$ cat config.mk
export PLATFORM = sky130hd
export DESIGN_NAME = rss_supervisor
export DESIGN_NICKNAME = d
export VERILOG_FILES = /design/src/rtl/rss_pkg.sv /design/src/rtl/rss_sync.sv /design/src/rtl/rss_watchdog.sv /design/src/rtl/rss_supervisor.sv
export VERILOG_INCLUDE_DIRS = /design/src /design/src/rtl
export SDC_FILE = /design/constraint.sdc
export NUM_CORES = 1
export LEC_CHECK = 0
export BUFFER_PORTS_ARGS = -buffer_cell sky130_fd_sc_hd__buf_2
export CAP_MARGIN = 15
export CELL_PAD_IN_SITES_DETAIL_PLACEMENT = 1
export CELL_PAD_IN_SITES_GLOBAL_PLACEMENT = 2
export CORE_MARGIN = 2
export CORE_UTILIZATION = 35
export DETAILED_ROUTE_END_ITERATION = 8
export PLACE_DENSITY_LB_ADDON = 0.1
export SLEW_MARGIN = 10
export SYNTH_ARGS = -nofsm -noshare
export SYNTH_HDL_FRONTEND = slang
export SYNTH_SLANG_ARGS = --single-unit
export TNS_END_PERCENT = 100
$ cat constraint.sdc
create_clock -name clock -period 2.1 [get_ports clock]
set_clock_uncertainty 0.15 [all_clocks]
set_input_delay 0.21 -clock clock [delete_from_list [all_inputs] [get_ports clock]]
set_output_delay 0.21 -clock clock [all_outputs]
set_load 0.01 [all_outputs]
$ cat src/rtl/rss_consts.svh
// Offsets, field positions, reset values and timing counts of the reset supervisor
`ifndef RSS_CONSTS_SVH
`define RSS_CONSTS_SVH

// Register addresses on the special function register port
`define RSS_ADDR_SUPPLY      8'hFF
`define RSS_ADDR_CAUSE       8'hEF

// Supply monitor control fields
`define RSS_S_DIG_MON_EN     7
`define RSS_S_DIG_ABOVE_RST  6
`define RSS_S_DIG_ABOVE_WARN 5
`define RSS_S_DIG_IRQ_EN     4
`define RSS_S_BAT_MON_EN     3
`define RSS_S_BAT_ABOVE_RST  2
`define RSS_S_BAT_ABOVE_WARN 1
`define RSS_S_BAT_IRQ_EN     0

// Reset cause register fields
`define RSS_C_RTC            7
`define RSS_C_FLASH          6
`define RSS_C_CMP            5
`define RSS_C_SW             4
`define RSS_C_WDT            3
`define RSS_C_MCD            2
`define RSS_C_POR            1
`define RSS_C_PIN            0

// Reset values
`define RSS_CAUSE_POR_ONLY   8'h02
`define RSS_RDATA_RESET      8'h00

// Timing
`define RSS_CLK_PERIOD_NS    5
`define RSS_MCD_TIME_NS      100000
`define RSS_WDT_DIV          12
`define RSS_HOLD_CYCLES      8

`endif

$ cat src/rtl/rss_pkg.sv
// Types shared by the reset supervisor files
package rss_pkg;

  // Cause flags, bit 7 down to bit 0 as software reads them
  typedef struct packed {
    logic rtc;
    logic flash;
    logic cmp;
    logic sw;
    logic wdt;
    logic clock_loss_detector;
    logic por;
    logic pin;
  } rss_cause_t;

  // Flash access faults, one-cycle pulses from the flash controller
  typedef struct packed {
    logic wr_beyond;
    logic rd_beyond;
    logic branch_beyond;
    logic security_block;
    logic wr_attempt;
  } rss_flash_req_t;

  // Sequencer states
  typedef enum logic [1:0] {
    RSS_RUN  = 2'b01,
    RSS_HOLD = 2'b10
  } rss_state_t;

endpackage : rss_pkg

$ cat src/rtl/rss_sync.sv
// Two-stage synchroniser for levels from outside the clock domain
`timescale 1ns/100ps
module rss_sync #(
  parameter int          W       = 1,
  parameter logic [W-1:0] RST_VAL = '0
) (
  input  wire logic         clock,
  input  wire logic         rst,
  input  wire logic [W-1:0] d,
  output logic      [W-1:0] q
);

  logic [W-1:0] meta_r;

  // First stage feeds only the second
  always_ff @(posedge clock) begin
    if (rst) begin
      meta_r <= RST_VAL;
      q      <= RST_VAL;
    end else begin
      meta_r <= d;
      q      <= meta_r;
    end
  end

endmodule : rss_sync

$ cat src/rtl/rss_watchdog.sv
// Watchdog timer ticking at the system clock divided by twelve
`timescale 1ns/100ps
`include "rss_consts.svh"
module rss_watchdog #(
  parameter int DIV   = `RSS_WDT_DIV,
  parameter int LIMIT = 256
) (
  input  wire logic clock,
  input  wire logic rst,
  input  wire logic run,
  input  wire logic disable_sw,
  input  wire logic kick,
  output logic      expire
);

  localparam int DW = $clog2(DIV);
  localparam int CW = $clog2(LIMIT + 1);

  logic [DW-1:0] div_r;
  logic [CW-1:0] cnt_r;
  logic          tick;

  assign tick = (div_r == DW'(DIV - 1));

  // Divider makes the one-cycle tick enable
  always_ff @(posedge clock) begin
    if (rst || !run) begin
      div_r <= '0;
    end else begin
      div_r <= tick ? '0 : div_r + 1'b1;
    end
  end

  // Counter restarts enabled after every reset; stopped in low power
  always_ff @(posedge clock) begin
    if (rst || kick || disable_sw) begin
      cnt_r  <= '0;
      expire <= 1'b0;
    end else begin
      expire <= 1'b0;
      if (run && tick) begin
        if (cnt_r == CW'(LIMIT - 1)) begin
          cnt_r  <= '0;
          expire <= 1'b1;
        end else begin
          cnt_r <= cnt_r + 1'b1;
        end
      end
    end
  end

endmodule : rss_watchdog

$ cat src/rtl/rss_supervisor.sv
// Reset source supervisor: gathers reset requests, records causes, supply monitor control
`timescale 1ns/100ps
`include "rss_consts.svh"

module rss_supervisor #(
  parameter int MCD_CYCLES = `RSS_MCD_TIME_NS / `RSS_CLK_PERIOD_NS,
  parameter int WDT_LIMIT  = 256
) (
  input  wire logic                    clock,
  input  wire logic                    rst,
  input  wire logic [7:0]              sfr_addr,
  input  wire logic                    sfr_wr,
  input  wire logic [7:0]              sfr_wdata,
  output logic      [7:0]              sfr_rdata,
  input  wire logic                    reset_pin_n_in,
  output logic                         reset_pin_out,
  output logic                         reset_pin_oe_n,
  input  wire logic                    dig_above_reset_in,
  input  wire logic                    dig_above_warn_in,
  input  wire logic                    bat_above_reset_in,
  input  wire logic                    bat_above_warn_in,
  input  wire logic                    clock_monitor_in,
  input  wire logic                    cmp_above_in,
  input  wire logic                    rtc_alarm_in,
  input  wire logic                    rtc_osc_fail_in,
  input  wire logic                    low_power,
  input  wire logic                    cmp_wake_enable,
  input  wire logic                    wd_kick,
  input  wire logic                    wd_disable,
  input  wire rss_pkg::rss_flash_req_t flash_req,
  output logic                         sys_rst,
  output logic                         dig_warn_irq,
  output logic                         bat_warn_irq
);

  localparam int MW = $clog2(MCD_CYCLES + 1);

  rss_pkg::rss_state_t state_r;
  rss_pkg::rss_cause_t flags_r;
  rss_pkg::rss_cause_t req;
  logic [7:0]          pins_sync;
  logic                pin_n_s, dig_rst_s, dig_warn_s, bat_rst_s;
  logic                bat_warn_s, clk_mon_s, cmp_s, rtc_evt_s;
  logic                dig_mon_en_r, dig_irq_en_r, bat_mon_en_r, bat_irq_en_r;
  logic                rtc_en_r, cmp_en_r, mcd_en_r, por_en_r;
  logic                hold_power_r, clk_mon_d_r, wd_expire;
  logic [MW-1:0]       mcd_cnt_r;
  logic [3:0]          hold_cnt_r;
  logic                wr_cause, wr_supply, power_req, level_busy;

  // Decoding shared by write and read paths
  function automatic logic hit(input logic [7:0] a, input logic [7:0] target);
    hit = (a == target);
  endfunction : hit

  assign wr_cause  = sfr_wr && hit(sfr_addr, `RSS_ADDR_CAUSE);
  assign wr_supply = sfr_wr && hit(sfr_addr, `RSS_ADDR_SUPPLY);

  // Every off-domain level passes two flops; pin idles high
  rss_sync #(
    .W       (8),
    .RST_VAL (8'h6F)
  ) u_sync (
    .clock (clock),
    .rst   (rst),
    .d     ({clock_monitor_in, dig_above_reset_in, dig_above_warn_in,
             rtc_alarm_in | rtc_osc_fail_in, bat_above_reset_in,
             bat_above_warn_in, cmp_above_in, reset_pin_n_in}),
    .q     (pins_sync)
  );

  assign clk_mon_s  = pins_sync[7];
  assign dig_rst_s  = pins_sync[6];
  assign dig_warn_s = pins_sync[5];
  assign rtc_evt_s  = pins_sync[4];
  assign bat_rst_s  = pins_sync[3];
  assign bat_warn_s = pins_sync[2];
  assign cmp_s      = pins_sync[1];
  assign pin_n_s    = pins_sync[0];

  // Watchdog restarts on any reset and pauses in low power
  rss_watchdog #(
    .DIV   (`RSS_WDT_DIV),
    .LIMIT (WDT_LIMIT)
  ) u_wdt (
    .clock      (clock),
    .rst        (rst || sys_rst),
    .run        (!low_power),
    .disable_sw (wd_disable),
    .kick       (wd_kick),
    .expire     (wd_expire)
  );

  // Stuck-clock one-shot; counter freezes at zero when paused
  always_ff @(posedge clock) begin
    if (rst || sys_rst || !mcd_en_r || low_power) begin
      mcd_cnt_r   <= '0;
      clk_mon_d_r <= clk_mon_s;
    end else begin
      clk_mon_d_r <= clk_mon_s;
      if (clk_mon_s != clk_mon_d_r) begin
        mcd_cnt_r <= '0;
      end else if (mcd_cnt_r != MW'(MCD_CYCLES)) begin
        mcd_cnt_r <= mcd_cnt_r + 1'b1;
      end
    end
  end

  // Power-fail: monitor must be enabled and selected; sleep turns it off
  assign power_req = !low_power && por_en_r &&
                     ((dig_mon_en_r && !dig_rst_s) || (bat_mon_en_r && !bat_rst_s));

  // Request vector, one bit per cause
  always_comb begin
    req       = '0;
    req.pin   = !pin_n_s && hold_power_r == 1'b0;
    req.por   = power_req;
    req.clock_loss_detector   = (mcd_cnt_r == MW'(MCD_CYCLES));
    req.wdt   = wd_expire;
    req.sw    = wr_cause && sfr_wdata[`RSS_C_SW];
    req.cmp   = cmp_en_r && !cmp_s && (!low_power || cmp_wake_enable);
    req.flash = flash_req.wr_beyond || flash_req.rd_beyond ||
                flash_req.branch_beyond || flash_req.security_block ||
                (flash_req.wr_attempt && !dig_mon_en_r);
    req.rtc   = rtc_en_r && rtc_evt_s;
  end

  // Pin, power-fail and comparator levels keep the reset held past the minimum pulse
  assign level_busy = req.pin || req.por || req.cmp;

  // Sequencer: one synchronous reset for every cause
  always_ff @(posedge clock) begin
    if (rst) begin
      state_r      <= rss_pkg::RSS_HOLD;
      hold_cnt_r   <= 4'(`RSS_HOLD_CYCLES - 1);
      sys_rst      <= 1'b1;
      hold_power_r <= 1'b1;
    end else begin
      unique case (state_r)
        rss_pkg::RSS_RUN: begin
          if (|req) begin
            state_r      <= rss_pkg::RSS_HOLD;
            hold_cnt_r   <= 4'(`RSS_HOLD_CYCLES - 1);
            sys_rst      <= 1'b1;
            hold_power_r <= req.por;
          end else if (pin_n_s) begin
            hold_power_r <= 1'b0;
          end
        end
        rss_pkg::RSS_HOLD: begin
          if (hold_cnt_r != 4'h0) begin
            hold_cnt_r <= hold_cnt_r - 1'b1;
          end else if (!level_busy) begin
            state_r      <= rss_pkg::RSS_RUN;
            sys_rst      <= 1'b0;
            // Own pin drive is still in the synchroniser; a late pin low is missed
            hold_power_r <= hold_power_r && !pin_n_s;
          end
        end
      endcase
    end
  end

  // Pin driven low only for power resets; always driving value zero
  always_ff @(posedge clock) begin
    if (rst) begin
      reset_pin_oe_n <= 1'b0;
      reset_pin_out  <= 1'b0;
    end else begin
      reset_pin_out <= 1'b0;
      if (state_r == rss_pkg::RSS_RUN) begin
        reset_pin_oe_n <= !req.por;
      end else if (hold_cnt_r == 4'h0 && !level_busy) begin
        reset_pin_oe_n <= 1'b1;
      end
    end
  end

  // Cause capture; a power reset reports only its own bit
  always_ff @(posedge clock) begin
    if (rst) begin
      flags_r <= rss_pkg::rss_cause_t'(`RSS_CAUSE_POR_ONLY);
    end else if (state_r == rss_pkg::RSS_RUN && |req) begin
      if (req.por) begin
        flags_r <= rss_pkg::rss_cause_t'(`RSS_CAUSE_POR_ONLY);
      end else begin
        flags_r <= req;
      end
    end
  end

  // Source selections: defaults only on power resets
  always_ff @(posedge clock) begin
    if (rst || (state_r == rss_pkg::RSS_RUN && req.por)) begin
      dig_mon_en_r <= 1'b1;
      bat_mon_en_r <= 1'b0;
      por_en_r     <= 1'b1;
      mcd_en_r     <= 1'b0;
      cmp_en_r     <= 1'b0;
      rtc_en_r     <= 1'b0;
    end else if (!sys_rst) begin
      if (wr_supply) begin
        dig_mon_en_r <= sfr_wdata[`RSS_S_DIG_MON_EN];
        bat_mon_en_r <= sfr_wdata[`RSS_S_BAT_MON_EN];
      end
      if (wr_cause) begin
        rtc_en_r <= sfr_wdata[`RSS_C_RTC];
        cmp_en_r <= sfr_wdata[`RSS_C_CMP];
        mcd_en_r <= sfr_wdata[`RSS_C_MCD];
        por_en_r <= sfr_wdata[`RSS_C_POR];
      end
    end
  end

  // Interrupt enables clear on every system reset
  always_ff @(posedge clock) begin
    if (rst || sys_rst) begin
      dig_irq_en_r <= 1'b0;
      bat_irq_en_r <= 1'b0;
    end else if (wr_supply) begin
      dig_irq_en_r <= sfr_wdata[`RSS_S_DIG_IRQ_EN];
      bat_irq_en_r <= sfr_wdata[`RSS_S_BAT_IRQ_EN];
    end
  end

  // Early-warning interrupts are levels while the supply sags
  always_ff @(posedge clock) begin
    if (rst || sys_rst) begin
      dig_warn_irq <= 1'b0;
      bat_warn_irq <= 1'b0;
    end else begin
      dig_warn_irq <= dig_irq_en_r && !dig_warn_s;
      bat_warn_irq <= bat_irq_en_r && bat_mon_en_r && !bat_warn_s;
    end
  end

  // Read data, one cycle after the address; battery status zero when off
  always_ff @(posedge clock) begin
    if (rst) begin
      sfr_rdata <= `RSS_RDATA_RESET;
    end else if (hit(sfr_addr, `RSS_ADDR_SUPPLY)) begin
      sfr_rdata <= '0;
      sfr_rdata[`RSS_S_DIG_MON_EN]     <= dig_mon_en_r;
      sfr_rdata[`RSS_S_DIG_ABOVE_RST]  <= dig_rst_s;
      sfr_rdata[`RSS_S_DIG_ABOVE_WARN] <= dig_warn_s;
      sfr_rdata[`RSS_S_DIG_IRQ_EN]     <= dig_irq_en_r;
      sfr_rdata[`RSS_S_BAT_MON_EN]     <= bat_mon_en_r;
      sfr_rdata[`RSS_S_BAT_ABOVE_RST]  <= bat_mon_en_r && bat_rst_s;
      sfr_rdata[`RSS_S_BAT_ABOVE_WARN] <= bat_mon_en_r && bat_warn_s;
      sfr_rdata[`RSS_S_BAT_IRQ_EN]     <= bat_irq_en_r;
    end else if (hit(sfr_addr, `RSS_ADDR_CAUSE)) begin
      sfr_rdata <= flags_r;
    end else begin
      sfr_rdata <= '0;
    end
  end
endmodule : rss_supervisor

==> results.toml <==
[floorplanning]
die_y_um = 101
die-width_um = 101
fp.dieArea_sq_um = 10300
initial_core_util = 0.361
fp.coreArea_sq_um = 9200
io_pins = 50
fp-row-count = 35

[run]
maxCapViolCount = 0

[logic_synthesis]
async_flop_share = 0
synth_nets = 392
synth_top_area_share = 0.483
yosysTopAreaCell = "dfxtp_1"
yosys.cell_count.top_type = "dfxtp_1"
netlist_area_sq_um = 3320
ys_ff_latch = 80
synth.distinct_cells = 53
ys.warnings.count = 0
synthSimpleGateAreaFrac = 0.268
ys.flop_type = "dfxtp_1"
synth_common_cells = "80 x dfxtp_1, 51 x nor2_1, 15 x nand3_1, 14 x inv_1"
avgSynthCellArea_sq_um = 9.48
muxShareOfSynthArea = 0.0407
synthAdderAreaFrac = 0.0189
synthTopCellsByArea = "dfxtp_1 48%, nor2_1 5.8%, mux2i_1 3.6%"
synth-seq-area-share = 0.483
synth_compound_area_frac = 0.0962
synth_xor_area_frac = 0.0581
synth_edf_count = 0
synth_top_family_by_area = "simple AND/OR/NAND/NOR gates"
syn_inst = 350

[power]
ir_drop_mv = 0.261
cellLeakagePower_nw = 1.52
powerDensity_nw_per_um2 = 660

[final_layout]
nets = 465
insertedDiodeCount = 0
drive_above_1_share = 0.230
fill_cells = 1088
synthToLayoutAreaGrowth_pct = 22.6

[route]
routed_wl_um = 7660
drtIter0Drc = 59
avgViaCountPerCell = 4.87
vias = 2622
drt-pass1-iter-count = 4
drc = 0
wl_per_cell_um = 14.2
final_antenna_net_count = 0

[critical_path]
path_class = "flop to flop"
cp.arrival_ns = 2.06
cp.required_ns = 2.19
crit_fanout = 4
end_kind = "flop"
startpoint_type = "flop"
worstRegToRegCells = 7

[clock_tree]
cts.sinks = 80
clkSlewWorstSetupHoldPaths_ns = 0.08
worstSkewPairLatency_ns = 0.35
cts_tree = "done"
cts-htree-levels = 3
clk_path_buf_depth = 2
numCtsBuffers = 9
cts_root_buf = "clkbuf_8"

[timing]
fmax_ghz = 0.509
worst_slew_pin_slew_ns = 0.566
min_period_over_period = 0.935
period_minus_slack_ns = 1.96
hold_violations = 0
fin_ws_ns = 0.136
finalSetupViolations = 0
tns_ns = 0
slew_headroom = 0.622
rsz0062_at_grt = "false"
slew_viol_final = 0

[global_route]
antenna_found_initial = 0
grt_pass1_wl_um = 13000
track_usage = 0.163
grt-ovfl-total = 0
grt_pass1_vias = 2700
grt_max_degree = 48

[placed_design]
io_buffers = 47
routabilityCongestion = 0.766
hpwl_um = 5620
dp_slack_ns = 0.100

[worst_hold_path]
hp-class = "input port to flop"
whs_path_depth = 3

[status]
status = "complete, no violations"
report_power, final:
part	internal (W)	switching [W]	total (W)
registers	0.00153	0.00000895	0.00154
clock network	0.000484	0.000535	0.00102
logic	0.0000690	0.0000524	0.000121
cell families after synthesis:
| group | Yosys count |
|---|---|
| and+or+nand+nor | 159 |
| adders and majority gates | 5 |
| other | 1 |
| xor gates and xnor gates | 22 |
| DFF | 80 |
| AOI/OAI and AO/OA | 43 |
| muxes | 13 |
| buffers and inverters | 27 |
sequential cells by signal (all words and copies together) (netlist names), 4 cells and up:
signal         count
mcd_cnt_r         15
u_wdt.div_r        4
u_sync.meta_r      8
flags_r            8
u_wdt.cnt_r        9
sfr_rdata          8
hold_cnt_r         4
u_sync.q           8
layout make-up:
| class | count | area (sq um) | share of cell area |
|---|---|---|---|
| Sequential cell | 80 | 1600 | 0.394 |
| Tap cell | 111 | 139 | 0.0342 |
| Clock inverter | 3 | 17.5 | 0.00431 |
| Clock buffer | 12 | 155 | 0.0382 |
| Timing Repair Buffer | 75 | 485 | 0.119 |
| Multi-Input combinational cell | 243 | 1610 | 0.397 |
| Inverter | 14 | 52.6 | 0.0129 |
layout by cell type (no fill, tap or decap), types with 3 or more instances in the layout:
cell type       n
buf_4          12
nor2_1         51
o21ai_0         7
nand2_1        12
xor2_1          9
ha_1            5
clkbuf_8       11
dlygate4sd3_1  16
nand3b_1        4
nor3_1          8
nor3b_1         3
inv_1          14
dfxtp_1        80
nand3_1        15
or3_1           3
nand2b_1       10
nand4_1         7
and3_1          3
a21oi_1        12
a22oi_1         7
nor2b_1        10
mux2i_1        12
buf_2          47
xnor2_1        13
or2_2          13
nor4_1          3
path summary, 6_finish.rpt:
check               start             to  slack [ns]
min                sfr_wr   bat_irq_en_r        0.06
max          mcd_cnt_r[1]  hold_cnt_r[1]        0.14
min reg2reg   u_sync.q[7]    clk_mon_d_r        0.22
max reg2reg  mcd_cnt_r[1]  hold_cnt_r[1]        0.14
per-stage QoR:
| step | total power (W) | utilization | area [sq um] | instances | hold WS (ns) |
|---|---|---|---|---|---|
| after global routing | 0.00282 | 0.442 | 4070 | 538 | 0.0408 |
| after floorplan | 0.00163 | - | 3320 | 350 | 0.164 |
| after CTS | 0.00274 | 0.441 | 4050 | 538 | 0.0323 |
| after global placement | 0.00168 | 0.404 | 3720 | 507 | 0.205 |
| after detailed placement | 0.00168 | 0.404 | 3720 | 507 | 0.217 |
| final | 0.00268 | 0.442 | 4070 | 538 | 0.0555 |
layer usage:
layer	up-vias	GRT usage	routed length, um
met4	0	0.0468	82
met1	1229	0.206	3640
met3	4	0.0476	281
met5	-	0	0
met2	43	0.270	3660
li1	1346	-	-
worst max-delay path, stage by stage (launching register included):
cell and delay, ns:
dfxtp_1 0.35, inv_1 0.07, ha_1 0.19, and4bb_2 0.25, nand4_4 0.10, a21boi_4 0.30, nand3_4 0.13, a221o_1 0.33
what timing repair did:
action	4_1_cts	5_1_grt
setup endpoints to repair	0	2
buffers inserted	0	0
hold buffers	16	0
gates resized for setup	0	2
endpoints found under the hold margin	16	0
Note: power is estimated with default switching activity, not from simulation.
